<file path="src/include/pmr_pkg.sv">
`default_nettype none
package pmr_pkg;
	// Register offsets
	localparam logic [7:0] OFS_MEASURE_SELECT = 8'h2E;
	localparam logic [7:0] OFS_LOAD_CURRENT_HIGH = 8'h2F;
	localparam logic [7:0] OFS_LOAD_CURRENT_LOW = 8'h30;
	localparam logic [7:0] OFS_SWITCHING_FREQUENCY_SELECT = 8'h31;
	localparam logic [7:0] OFS_BOOST_CURRENT_LIMIT_CONTROL = 8'h32;
	localparam logic [7:0] OFS_OTP_ECC_STATUS = 8'h33;
	localparam logic [7:0] OFS_WATCHDOG_DISABLE_UNLOCK_KEY = 8'h34;
	localparam logic [7:0] OFS_WATCHDOG_DISABLE_CONTROL = 8'h35;

	// Field positions
	localparam int unsigned POS_LOAD_MSB = 0;
	localparam int unsigned POS_STEPDOWN_FREQ = 0;
	localparam int unsigned POS_BOOST_FREQ = 2;
	localparam int unsigned POS_BOOST_LIMIT = 0;
	localparam int unsigned POS_SINGLE_ERROR = 0;
	localparam int unsigned POS_DOUBLE_ERROR = 1;
	localparam int unsigned POS_PERMIT = 0;
	localparam int unsigned POS_LOCK = 1;
	localparam int unsigned POS_SELECT = 0;

	// Reset values
	localparam logic [7:0] RST_BYTE = 8'h00;
	localparam logic RST_LOCK = 1'b1;
	localparam logic [1:0] RST_FIELD2 = 2'h0;
	localparam logic RST_BIT = 1'b0;
	localparam logic [8:0] RST_LOAD_CURRENT = 9'h000;

	// Unlock key bytes, in order
	localparam logic [7:0] KEY_FIRST = 8'h87;
	localparam logic [7:0] KEY_SECOND = 8'h65;
	localparam logic [7:0] KEY_THIRD = 8'h1B;

	typedef enum logic [2:0] {
		PMR_KEY_IDLE = 3'b001,
		PMR_KEY_GOT1 = 3'b010,
		PMR_KEY_GOT2 = 3'b100
	} pmr_key_state_e;
endpackage : pmr_pkg
`default_nettype wire

</file>
<file path="src/logic/pmr_regs.sv">
// Operation
// - Bit 0 of the upper load-current register shows bit 8 of the averaged load current, 20 mA per count up to 10 A.
// - The lower load-current register shows bits 7 to 0 of the averaged load current, read-only.
// - Frequency register shows the step-down frequency code in bits 1-0 and the boost frequency in bit 2, both loaded from OTP.
// - The writable two-bit boost current limit selects 1.0, 1.4, 1.9 or 2.8 A and defaults from OTP.
// - Bit 1 of the ECC status reads 1 when the OTP read found an uncorrectable double error, else 0.
// - Bit 0 of the ECC status reads 1 when the OTP read corrected a single error, else 0.
// - Writing 0x87, 0x65, 0x1B in three consecutive writes to the key register clears the lock flag while the global watchdog lock is 0.
// - Reading the key register always returns zero.
// - Writing the select register starts a measurement on converter 0 for codes 0 and 2, converter 1 for 1 and 3.
// - The lock flag sits in bit 1 of the control register, reads 1 when locked and resets to 1.
// - The permit bit lets the disable pin turn the watchdog off; a register write sets it to 1 only when both locks are 0, but an OTP load sets it regardless.
`timescale 1ns/1ns
`default_nettype none
module pmr_regs
	import pmr_pkg::*;
(
	input wire logic core_clk,
	input wire logic rst_n,
	input wire logic reg_wr,
	input wire logic reg_rd,
	input wire logic [7:0] reg_addr,
	input wire logic [7:0] reg_wdata,
	output logic [7:0] reg_rdata,
	output logic reg_rvalid,
	input wire logic otp_load,
	input wire logic [1:0] otp_stepdown_frequency_choice,
	input wire logic otp_boost_frequency_choice,
	input wire logic [1:0] otp_boost_current_limit,
	input wire logic otp_pin_disable_permit,
	input wire logic otp_single_error,
	input wire logic otp_double_error,
	input wire logic measure_done,
	input wire logic [8:0] measure_value,
	input wire logic global_watchdog_lock,
	input wire logic global_lock_write,
	output logic measure_start,
	output logic measure_converter_one,
	output logic [1:0] stepdown_frequency_choice,
	output logic boost_frequency_choice,
	output logic [1:0] boost_current_limit,
	output logic pin_disable_permit,
	output logic disable_control_lock_flag
);
	logic [8:0] load_current;
	logic [1:0] measure_code;
	logic [5:0] select_reserved;
	logic [4:0] freq_reserved;
	logic [5:0] limit_reserved;
	logic [5:0] control_reserved;
	logic single_error_flag;
	logic double_error_flag;
	logic [8:0] next_load_current;
	logic [1:0] next_measure_code;
	logic [5:0] next_select_reserved;
	logic [4:0] next_freq_reserved;
	logic [5:0] next_limit_reserved;
	logic [5:0] next_control_reserved;
	logic next_single_error_flag;
	logic next_double_error_flag;
	logic [1:0] next_stepdown_frequency_choice;
	logic next_boost_frequency_choice;
	logic [1:0] next_boost_current_limit;
	logic next_pin_disable_permit;
	logic next_disable_control_lock_flag;
	logic next_measure_start;
	logic next_measure_converter_one;
	logic [7:0] next_reg_rdata;
	logic next_reg_rvalid;
	logic wr_select;
	logic wr_freq;
	logic wr_limit;
	logic wr_key;
	logic wr_control;
	logic wr_other;
	logic key_complete;

	assign wr_select = reg_wr && (reg_addr == OFS_MEASURE_SELECT);
	assign wr_freq = reg_wr && (reg_addr == OFS_SWITCHING_FREQUENCY_SELECT);
	assign wr_limit = reg_wr && (reg_addr == OFS_BOOST_CURRENT_LIMIT_CONTROL);
	assign wr_key = reg_wr && (reg_addr == OFS_WATCHDOG_DISABLE_UNLOCK_KEY);
	assign wr_control = reg_wr && (reg_addr == OFS_WATCHDOG_DISABLE_CONTROL);
	assign wr_other = reg_wr && !wr_key;

	pmr_unlock_seq u_unlock_seq (
		.core_clk(core_clk),
		.rst_n(rst_n),
		.key_write(wr_key),
		.other_write(wr_other),
		.global_lock_write(global_lock_write),
		.key_data(reg_wdata),
		.global_watchdog_lock(global_watchdog_lock),
		.key_complete(key_complete)
	);

	always_comb begin
		next_load_current = load_current;
		next_measure_code = measure_code;
		next_select_reserved = select_reserved;
		next_freq_reserved = freq_reserved;
		next_limit_reserved = limit_reserved;
		next_control_reserved = control_reserved;
		next_single_error_flag = single_error_flag;
		next_double_error_flag = double_error_flag;
		next_stepdown_frequency_choice = stepdown_frequency_choice;
		next_boost_frequency_choice = boost_frequency_choice;
		next_boost_current_limit = boost_current_limit;
		next_pin_disable_permit = pin_disable_permit;
		next_disable_control_lock_flag = disable_control_lock_flag;
		next_measure_start = 1'b0;
		next_measure_converter_one = measure_converter_one;

		if (measure_done) begin
			next_load_current = measure_value;
		end
		// OTP image overrides defaults; status flags follow each OTP read
		if (otp_load) begin
			next_stepdown_frequency_choice = otp_stepdown_frequency_choice;
			next_boost_frequency_choice = otp_boost_frequency_choice;
			next_boost_current_limit = otp_boost_current_limit;
			next_pin_disable_permit = otp_pin_disable_permit;
			next_single_error_flag = otp_single_error;
			next_double_error_flag = otp_double_error;
		end

		if (wr_select) begin
			next_measure_code = reg_wdata[POS_SELECT +: 2];
			next_select_reserved = reg_wdata[7:2];
			next_measure_start = 1'b1;
			next_measure_converter_one = reg_wdata[POS_SELECT];
		end
		// Read-only frequency fields keep their value on writes
		if (wr_freq) begin
			next_freq_reserved = reg_wdata[7:3];
		end
		if (wr_limit) begin
			next_boost_current_limit = reg_wdata[POS_BOOST_LIMIT +: 2];
			next_limit_reserved = reg_wdata[7:2];
		end
		if (wr_control) begin
			next_control_reserved = reg_wdata[7:2];
			// Clearing is always allowed; setting needs both locks open
			if (!reg_wdata[POS_PERMIT] ||
				(!global_watchdog_lock && !disable_control_lock_flag)) begin
				next_pin_disable_permit = reg_wdata[POS_PERMIT];
			end
		end

		if (global_lock_write || (wr_key && !key_complete)) begin
			next_disable_control_lock_flag = 1'b1;
		end else if (key_complete) begin
			next_disable_control_lock_flag = 1'b0;
		end
	end

	always_comb begin
		next_reg_rvalid = reg_rd;
		next_reg_rdata = RST_BYTE;
		if (reg_rd) begin
			case (reg_addr)
				OFS_MEASURE_SELECT: begin
					next_reg_rdata = {select_reserved, measure_code};
				end
				OFS_LOAD_CURRENT_HIGH: begin
					next_reg_rdata[POS_LOAD_MSB] = load_current[8];
				end
				OFS_LOAD_CURRENT_LOW: begin
					next_reg_rdata = load_current[7:0];
				end
				OFS_SWITCHING_FREQUENCY_SELECT: begin
					next_reg_rdata = {freq_reserved, 3'h0};
					next_reg_rdata[POS_BOOST_FREQ] = boost_frequency_choice;
					next_reg_rdata[POS_STEPDOWN_FREQ +: 2] = stepdown_frequency_choice;
				end
				OFS_BOOST_CURRENT_LIMIT_CONTROL: begin
					next_reg_rdata = {limit_reserved, boost_current_limit};
				end
				OFS_OTP_ECC_STATUS: begin
					next_reg_rdata[POS_DOUBLE_ERROR] = double_error_flag;
					next_reg_rdata[POS_SINGLE_ERROR] = single_error_flag;
				end
				OFS_WATCHDOG_DISABLE_UNLOCK_KEY: begin
					next_reg_rdata = RST_BYTE;
				end
				OFS_WATCHDOG_DISABLE_CONTROL: begin
					next_reg_rdata = {control_reserved, 2'h0};
					next_reg_rdata[POS_LOCK] = disable_control_lock_flag;
					next_reg_rdata[POS_PERMIT] = pin_disable_permit;
				end
				default: begin
					next_reg_rdata = RST_BYTE;
				end
			endcase
		end
	end

	always_ff @(posedge core_clk or negedge rst_n) begin
		if (!rst_n) begin
			load_current <= RST_LOAD_CURRENT;
			measure_code <= RST_FIELD2;
			select_reserved <= RST_BYTE[5:0];
			freq_reserved <= RST_BYTE[4:0];
			limit_reserved <= RST_BYTE[5:0];
			control_reserved <= RST_BYTE[5:0];
			single_error_flag <= RST_BIT;
			double_error_flag <= RST_BIT;
			stepdown_frequency_choice <= RST_FIELD2;
			boost_frequency_choice <= RST_BIT;
			boost_current_limit <= RST_FIELD2;
			pin_disable_permit <= RST_BIT;
			disable_control_lock_flag <= RST_LOCK;
			measure_start <= RST_BIT;
			measure_converter_one <= RST_BIT;
			reg_rdata <= RST_BYTE;
			reg_rvalid <= RST_BIT;
		end else begin
			load_current <= next_load_current;
			measure_code <= next_measure_code;
			select_reserved <= next_select_reserved;
			freq_reserved <= next_freq_reserved;
			limit_reserved <= next_limit_reserved;
			control_reserved <= next_control_reserved;
			single_error_flag <= next_single_error_flag;
			double_error_flag <= next_double_error_flag;
			stepdown_frequency_choice <= next_stepdown_frequency_choice;
			boost_frequency_choice <= next_boost_frequency_choice;
			boost_current_limit <= next_boost_current_limit;
			pin_disable_permit <= next_pin_disable_permit;
			disable_control_lock_flag <= next_disable_control_lock_flag;
			measure_start <= next_measure_start;
			measure_converter_one <= next_measure_converter_one;
			reg_rdata <= next_reg_rdata;
			reg_rvalid <= next_reg_rvalid;
		end
	end
endmodule : pmr_regs
`default_nettype wire

</file>
<file path="src/logic/pmr_unlock_seq.sv">
`timescale 1ns/1ns
`default_nettype none
module pmr_unlock_seq
	import pmr_pkg::*;
(
	input wire logic core_clk,
	input wire logic rst_n,
	input wire logic key_write,
	input wire logic other_write,
	input wire logic global_lock_write,
	input wire logic [7:0] key_data,
	input wire logic global_watchdog_lock,
	output logic key_complete
);
	pmr_key_state_e state;
	pmr_key_state_e next_state;

	always_comb begin
		next_state = state;
		key_complete = 1'b0;
		if (global_lock_write || other_write) begin
			next_state = PMR_KEY_IDLE;
		end else if (key_write) begin
			next_state = PMR_KEY_IDLE;
			if (!global_watchdog_lock) begin
				case (state)
					PMR_KEY_IDLE: begin
						if (key_data == KEY_FIRST) begin
							next_state = PMR_KEY_GOT1;
						end
					end
					PMR_KEY_GOT1: begin
						if (key_data == KEY_SECOND) begin
							next_state = PMR_KEY_GOT2;
						end else if (key_data == KEY_FIRST) begin
							next_state = PMR_KEY_GOT1;
						end
					end
					PMR_KEY_GOT2: begin
						if (key_data == KEY_THIRD) begin
							key_complete = 1'b1;
						end else if (key_data == KEY_FIRST) begin
							next_state = PMR_KEY_GOT1;
						end
					end
					default: begin
						next_state = PMR_KEY_IDLE;
					end
				endcase
			end
		end
	end

	always_ff @(posedge core_clk or negedge rst_n) begin
		if (!rst_n) begin
			state <= PMR_KEY_IDLE;
		end else begin
			state <= next_state;
		end
	end
endmodule : pmr_unlock_seq
`default_nettype wire
</file>
<file path="config.mk">
export PLATFORM = sky130hd
export DESIGN_NAME = pmr_regs
export DESIGN_NICKNAME = d
export VERILOG_FILES = /design/src/include/pmr_pkg.sv /design/src/logic/pmr_regs.sv /design/src/logic/pmr_unlock_seq.sv
export SDC_FILE = /design/constraint.sdc
export NUM_CORES = 1
export LEC_CHECK = 0
export BUFFER_PORTS_ARGS = -buffer_cell sky130_fd_sc_hd__buf_2
export CAP_MARGIN = 0
export CORE_MARGIN = 1.5
export CORE_UTILIZATION = 54
export CTS_CLUSTER_SIZE = 30
export DETAILED_ROUTE_END_ITERATION = 8
export GPL_ROUTABILITY_DRIVEN = 1
export PLACE_DENSITY = 0.86
export SLEW_MARGIN = 5
export SYNTH_ARGS = -nofsm -noshare
export SYNTH_HDL_FRONTEND = slang
export SYNTH_HIERARCHICAL = 1
export SYNTH_SLANG_ARGS = --single-unit
</file>
<file path="constraint.sdc">
create_clock -name core_clk -period 1.9 [get_ports core_clk]
set_clock_uncertainty 0.2 [all_clocks]
set_input_delay 0.285 -clock core_clk [delete_from_list [all_inputs] [get_ports core_clk]]
set_output_delay 0.285 -clock core_clk [all_outputs]
set_load 0.01 [all_outputs]
</file>
==> results.sh, run 1 <==
export IMPL_outcome="complete, but fails checks"
export IMPL_violations="negative setup slack"
export IMPL_post_detailed_route_drc_marker_count=0
export IMPL_timing_final_crit_share_pct=107.2
export IMPL_worstPathMaxFanout=5
export IMPL_viasPerCell=5.791
export IMPL_synth_largest_area_cell="dfrtp_1"
export IMPL_cp_data_arrival_time_ps=2090
export IMPL_fmax_mhz=491.0
export IMPL_wl_per_cell_um=17.68
export IMPL_wire_length_after_detailed_routing_mm=6.595
export IMPL_setup_violations_final=4
export IMPL_netlist_cell_type_count=50
export IMPL_worstMarginPinSlew_ps=709.3
export IMPL_stdcell_count=373
export IMPL_period_needed_ps=2037
export IMPL_critPathLaunchType="input pin"
export IMPL_die_width_um=74.04
export IMPL_yosysSeqAreaShare_pct=51.52
export IMPL_grt_first_pass_wirelength_mm=10.52
export IMPL_vias=2160
export IMPL_synth_top_cells_by_area="dfrtp_1 (50%), mux2_2 (20%), a22oi_1 (2.5%)"
export IMPL_critical_path_cell_chain="buf_2, or3b_4, nor4b_4, and3_1, or4b_4, nor3b_2, o22a_1"
export IMPL_tritoncts_num_sinks=56
export IMPL_maximum_number_of_pins_on_one_net_before_global_route_repair=57
export IMPL_clkSlewWorstSetupHoldPaths_ps=100
export IMPL_crit_slowest_cell="or4b_4"
export IMPL_synth_nets=249
export IMPL_io_pins=59
export IMPL_endpoint_class_of_the_critical_path="flip-flop"
export IMPL_p_per_area_nw_per_um2=687.0
export IMPL_synth_ff_type="dfrtp_1"
export IMPL_std_cell_rows=25
export IMPL_dp_slack_ps=-500.4
export IMPL_final_critical_path_setup_slack_ps=-136.7
export IMPL_final_hold_violation_count=0
export IMPL_totalNegativeSetupSlack_ps=-297.5
export IMPL_clk_insertion_delay_late_ps=310
export IMPL_antenna_found_initial=0
export IMPL_layout_commonest_cell="buf_2"
export IMPL_max_slew_margin_rel_pct=52.53
export IMPL_grt_use_total_pct=26.06
export IMPL_asyncSetResetFlopFracSynth_pct=100.0
export IMPL_initial_core_util_pct=56.94
export IMPL_syn2layout_area_growth_pct=30.26
export IMPL_drive_gt1_share_pct=54.90
export IMPL_yosys_warnings=6
export IMPL_numPortBuffers=58
export IMPL_busiest_layer="met2"
export IMPL_static_leakage_power_nw=1.696
export IMPL_layout_cells_most_common_list="buf_2 (57), dfrtp_1 (54), mux2_2 (48)"
export IMPL_dr_first_iter_drc_count=147
export IMPL_gr_total_overflow=0
export IMPL_ir_drop_v=0.0005403
export IMPL_type_of_the_tightest_min_delay_check="in -> reg"
export IMPL_core_area_um2=4786
export IMPL_routabilityCongestion=0.8774
export IMPL_gr_usage_met2_pct=42.76
export IMPL_cts_root_buffer_cell="clkbuf_8"
export IMPL_tritoncts_num_buffers=5
export IMPL_path_buf_inv=1
export IMPL_die_area_um2=5482
export IMPL_hpwl_mm=4.742
export IMPL_synth_enable_flop_cells=0
export IMPL_cap_violations=0
export IMPL_maximum_root_to_sink_buffer_count=2
export IMPL_crit_family="simple AND/OR/NAND/NOR gates"
export IMPL_timing_critical_path_required_ps=1960
export IMPL_postSynthRegisterBits=56
export IMPL_gr_usage_met1_pct=33.96
export IMPL_critPathKind="in -> reg"
export IMPL_antenna_diode_count=0
export IMPL_placed_cells_incl_taps=355
export IMPL_first_global_vias=2171
export IMPL_cts_tree="yes"
export IMPL_synth_top_cell_area_share_pct=49.59
export IMPL_fp_dieH_um=74.04
export IMPL_postSynthAreaPerCell_um2=13.10
export IMPL_syn_instance_count=208
export IMPL_finish_net_count=346
export IMPL_detail_route_antenna_nets=0
export IMPL_htree_num_levels=2
export IMPL_rsz0062_at_grt="yes"
export IMPL_critical_path_max_stage_delay_ps=520
export IMPL_grt_util_met3_pct=4.336
export IMPL_drt_pre_antenna_iters=4
export IMPL_power_mw=2.439
export IMPL_post_synthesis_cell_area_um2=2725
export IMPL_final_max_slew_violation_count=0
[Yosys cell counts, drive strengths merged, types with 2 or more instances]
| library cell | n |
|---|---|
| a21boi | 2 |
| a21oi | 9 |
| a22o | 5 |
| a22oi | 9 |
| and2 | 2 |
| and3 | 5 |
| buf | 4 |
| clkbuf | 5 |
| dfrtp | 54 |
| dfstp | 2 |
| inv | 2 |
| mux2 | 48 |
| mux2i | 3 |
| mux4 | 2 |
| nand2 | 3 |
| nand3 | 7 |
| nand3b | 3 |
| nand4 | 2 |
| nor2 | 6 |
| nor2b | 3 |
| nor3 | 4 |
| nor3b | 4 |
| o21ai | 2 |
| o21bai | 2 |
| or3b | 2 |
| or4b | 2 |
[area by class of cell]
type / count / area (um^2)
Multi-Input combinational cell: 141 / 1294
Inverter: 2 / 7.507
Clock buffer: 6 / 82.58
Clock inverter: 2 / 38.79
Timing Repair Buffer: 99 / 639.4
Fill cell: 331 / 1236
Sequential cell: 56 / 1404
Tap cell: 67 / 83.83
[logic make-up after synthesis]
kind of cell / synth area share (%)
buf+inv: 1.836
flops: 51.52
compound gates: 9.183
xor+xnor: 0.3215
simple gates: 14.55
mux: 22.59
[stage by stage]
step / utilization (%) / cell area [um^2] / hold slack [ps]
after global routing: 74.17 / 3550 / 7.023
after global placement: 69.18 / 3311 / 102.0
after detailed placement: 69.18 / 3311 / 105.4
after CTS: 73.88 / 3536 / 0.9240
final: 74.17 / 3550 / 4.180
after floorplan: - / 2734 / -210.6
[registers in the layout, indices dropped and copies added, names as in the netlist]
signal	count
boost_current_limit	2
boost_frequency_choice	1
control_reserved	6
disable_control_lock_flag	1
double_error_flag	1
freq_reserved	5
limit_reserved	6
load_current	9
measure_code	2
measure_start	1
pin_disable_permit	1
reg_rdata	8
reg_rvalid	1
select_reserved	6
single_error_flag	1
stepdown_frequency_choice	2
u_unlock_seq/state	3
[metal layers]
| metal | vias up | share of wire (%) |
|---|---|---|
| li1 | 980 | - |
| met1 | 1087 | 40 |
| met2 | 76 | 52 |
| met3 | 17 | 4.5 |
| met4 | 0 | 2.6 |
| met5 | - | 0 |
[power breakdown]
part           internal [mW]  leakage, nW  total (mW)  switching, mW
Combinational          0.176        0.905       0.324          0.148
Clock                  0.432       0.0614       0.825          0.394
Sequential              1.25        0.730        1.29         0.0354
Total                   1.86         1.70        2.44          0.577
[worst register-to-register path, stage by stage (launching register included)]
cell and delay (ps):
dfrtp_1 430, or2_4 280, o21bai_2 200, o2bb2ai_1 130, a32oi_1 210
[final timing paths]
check / from / endpoint / slack (ps) / depth (start not counted)
worst max-delay path: reg_addr[7] / u_unlock_seq/state[1]$_DFFE_PN0P_ / -140 / 7
worst min register to register: load_current[6]$_DFFE_PN0P_ / load_current[6]$_DFFE_PN0P_ / 320 / 1
max in group asynchronous: rst_n / disable_control_lock_flag$_DFFE_PN1P_ / 940 / 3
min in group asynchronous: rst_n / u_unlock_seq/state[1]$_DFFE_PN0P_ / 280 / 3
worst max register to register: u_unlock_seq/state[2]$_DFFE_PN0P_ / u_unlock_seq/state[0]$_DFFE_PN1P_ / 380 / 4
worst min-delay path: measure_value[0] / load_current[0]$_DFFE_PN0P_ / 4 / 2
[repair_timing]
action | 4_1_cts | 5_1_grt
endpoints found under the setup margin | 4 | 4
pin swaps | 9 | 5
buffers inserted | 1 | 0
hold buffers | 8 | 1
resized for setup | 3 | 1
cloned | 0 | 0
hold endpoints to repair | 61 | 1
No activity file was read; power rests on OpenSTA's default activity.
==> run 2, diff against run 1 <==
--- a/config.mk
+++ b/config.mk
@@ -8,13 +8,15 @@
 export BUFFER_PORTS_ARGS = -buffer_cell sky130_fd_sc_hd__buf_2
 export CAP_MARGIN = 0
 export CORE_MARGIN = 1.5
-export CORE_UTILIZATION = 54
+export CORE_UTILIZATION = 56
+export CTS_BUF_LIST = sky130_fd_sc_hd__clkbuf_2 sky130_fd_sc_hd__clkbuf_4 sky130_fd_sc_hd__clkbuf_8
 export CTS_CLUSTER_SIZE = 30
 export DETAILED_ROUTE_END_ITERATION = 8
 export GPL_ROUTABILITY_DRIVEN = 1
-export PLACE_DENSITY = 0.86
+export PLACE_DENSITY = 0.89
 export SLEW_MARGIN = 5
 export SYNTH_ARGS = -nofsm -noshare
 export SYNTH_HDL_FRONTEND = slang
 export SYNTH_HIERARCHICAL = 1
 export SYNTH_SLANG_ARGS = --single-unit
+export TNS_END_PERCENT = 10
==> results.sh, run 2 (synthesis gave the netlist of run 1 again) <==
export IMPL_gr_total_overflow=0
export IMPL_first_global_vias=2221
export IMPL_post_detailed_route_drc_marker_count=0
export IMPL_clk_insertion_delay_late_ps=300
export IMPL_maximum_root_to_sink_buffer_count=2
export IMPL_hpwl_mm=4.889
export IMPL_critPathKind="in -> reg"
export IMPL_final_hold_violation_count=0
export IMPL_wire_length_after_detailed_routing_mm=6.593
export IMPL_setup_violations_final=4
export IMPL_worstMarginPinSlew_ps=438.1
export IMPL_type_of_the_tightest_min_delay_check="in -> reg"
export IMPL_ir_drop_v=0.0004174
export IMPL_critical_path_max_stage_delay_ps=510
export IMPL_initial_core_util_pct=58.08
export IMPL_io_pins=59
export IMPL_timing_final_crit_share_pct=107.7
export IMPL_die_width_um=72.76
export IMPL_design_area_um2=3453
export IMPL_cts_root_buffer_cell="clkbuf_8"
export IMPL_cts_tree="yes"
export IMPL_antenna_found_initial=0
export IMPL_die_area_um2=5294
export IMPL_cp_data_arrival_time_ps=2100
export IMPL_tritoncts_num_sinks=56
export IMPL_fp_dieH_um=72.76
export IMPL_critical_path_cell_chain="buf_6, or3b_4, nor4b_4, and3_1, or4b_4, nor3b_2, o22a_1"
export IMPL_final_max_slew_violation_count=0
export IMPL_timing_critical_path_required_ps=1950
export IMPL_combinationalPowerShare_pct=14.1
export IMPL_finish_net_count=340
export IMPL_detail_route_antenna_nets=0
export IMPL_final_critical_path_setup_slack_ps=-147.2
export IMPL_seqPwrFrac_pct=57.1
export IMPL_fmax_mhz=488.5
export IMPL_stdcell_count=353
export IMPL_rsz0062_at_grt="yes"
export IMPL_wl_per_cell_um=18.68
export IMPL_static_leakage_power_nw=1.655
export IMPL_cap_violations=0
export IMPL_tritoncts_num_buffers=5
export IMPL_largest_register_ffs=9
export IMPL_std_cell_rows=25
export IMPL_drive_gt1_share_pct=54.52
export IMPL_switching_pwr_mw=0.5458
export IMPL_vias=2101
export IMPL_grt_first_pass_wirelength_mm=10.89
export IMPL_top_register="load_current"
export IMPL_period_needed_ps=2047
export IMPL_grt_use_total_pct=27.53
export IMPL_routabilityCongestion=0.8790
export IMPL_drt_pre_antenna_iters=4
export IMPL_placed_cells_incl_taps=340
export IMPL_viasPerCell=5.952
export IMPL_dr_first_iter_drc_count=172
export IMPL_detailed_place_area_um2=3279
export IMPL_power_share_switching_pct=24.13
export IMPL_largest_registers="load_current: 9 flops, reg_rdata: 8 flops"
export IMPL_outcome="complete, but fails checks"
export IMPL_crit_family="simple AND/OR/NAND/NOR gates"
export IMPL_path_buf_inv=1
export IMPL_core_area_um2=4692
export IMPL_clkSlewWorstSetupHoldPaths_ps=90
export IMPL_maximum_number_of_pins_on_one_net_before_global_route_repair=57
export IMPL_critPathLaunchType="input pin"
export IMPL_power_mw=2.262
export IMPL_layout_commonest_cell="buf_2"
export IMPL_power_share_clock_pct=28.9
export IMPL_htree_num_levels=2
export IMPL_p_per_area_nw_per_um2=655.1
export IMPL_antenna_diode_count=0
export IMPL_violations="negative setup slack"
export IMPL_finalHoldWorstSlack_ps=6.740
export IMPL_endpoint_class_of_the_critical_path="flip-flop"
export IMPL_layout_cells_most_common_list="buf_2 (56), dfrtp_1 (54), mux2_2 (48)"
export IMPL_syn2layout_area_growth_pct=26.72
export IMPL_cell_internal_pwr_mw=1.716
export IMPL_numPortBuffers=58
export IMPL_worstPathMaxFanout=5
export IMPL_max_slew_margin_rel_pct=70.39
export IMPL_crit_slowest_cell="or4b_4"
run 2: power groups by stage:
stage / Clock [mW] / Combinational [mW] / Sequential, mW
global route: 0.715 / 0.343 / 1.30
finish: 0.653 / 0.318 / 1.29
CTS: 0.673 / 0.316 / 1.29
detailed placement: 0 / 0.304 / 1.32
global placement: 0 / 0.294 / 1.31
floorplan: 0 / 0.139 / 1.31
run 2: layout make-up:
cell class / count / area [um^2]
flip-flops and latches: 56 / 1404
multi-input cells: 141 / 1290
fillers: 309 / 1239
repair buffers: 93 / 593.1
clock buffers: 6 / 82.58
well taps: 54 / 67.56
clock inverters: 1 / 8.758
inverters: 2 / 7.507
run 2: per-stage QoR:
step	setup TNS (ps)	worst slack, ps	util [%]
after floorplan	-1194	-347.2	-
after global placement	-2474	-425.4	69.89
after detailed placement	-2891	-488.6	69.89
after CTS	-337.3	-142.1	73.07
after global routing	-575.2	-215.9	73.60
final	-350.2	-147.2	73.60
run 2: path summary, 6_finish.rpt:
kind,start,endpoint,slack [ps],cells after the start
worst max-delay path,reg_addr[7],u_unlock_seq/state[1]$_DFFE_PN0P_,-150,7
worst min-delay path,otp_single_error,single_error_flag$_DFFE_PN0P_,7,2
worst max register to register,boost_current_limit[0]$_DFFE_PN0P_,reg_rdata[0]$_DFF_PN0_,380,3
worst min register to register,u_unlock_seq/state[0]$_DFFE_PN1P_,u_unlock_seq/state[0]$_DFFE_PN1P_,300,2
max in group asynchronous,rst_n,u_unlock_seq/state[0]$_DFFE_PN1P_,910,3
min in group asynchronous,rst_n,u_unlock_seq/state[2]$_DFFE_PN0P_,310,3
run 2: routing by layer:
layer	wire (um)	GRT usage (%)	vias to the layer above	share of wire (%)
li1	-	-	955	-
met1	2622	34.99	1054	40
met2	3519	46.08	79	53
met3	301	4.834	13	4.6
met4	149	12.58	0	2.3
met5	0	0	-	0
run 2: timing repair:
action,in CTS,in global routing
endpoints found under the hold margin,57,2
pin swaps,3,1
buffers inserted,0,0
gates resized for setup,3,1
gates cloned,0,0
hold buffers,4,2
setup endpoints to repair,4,4
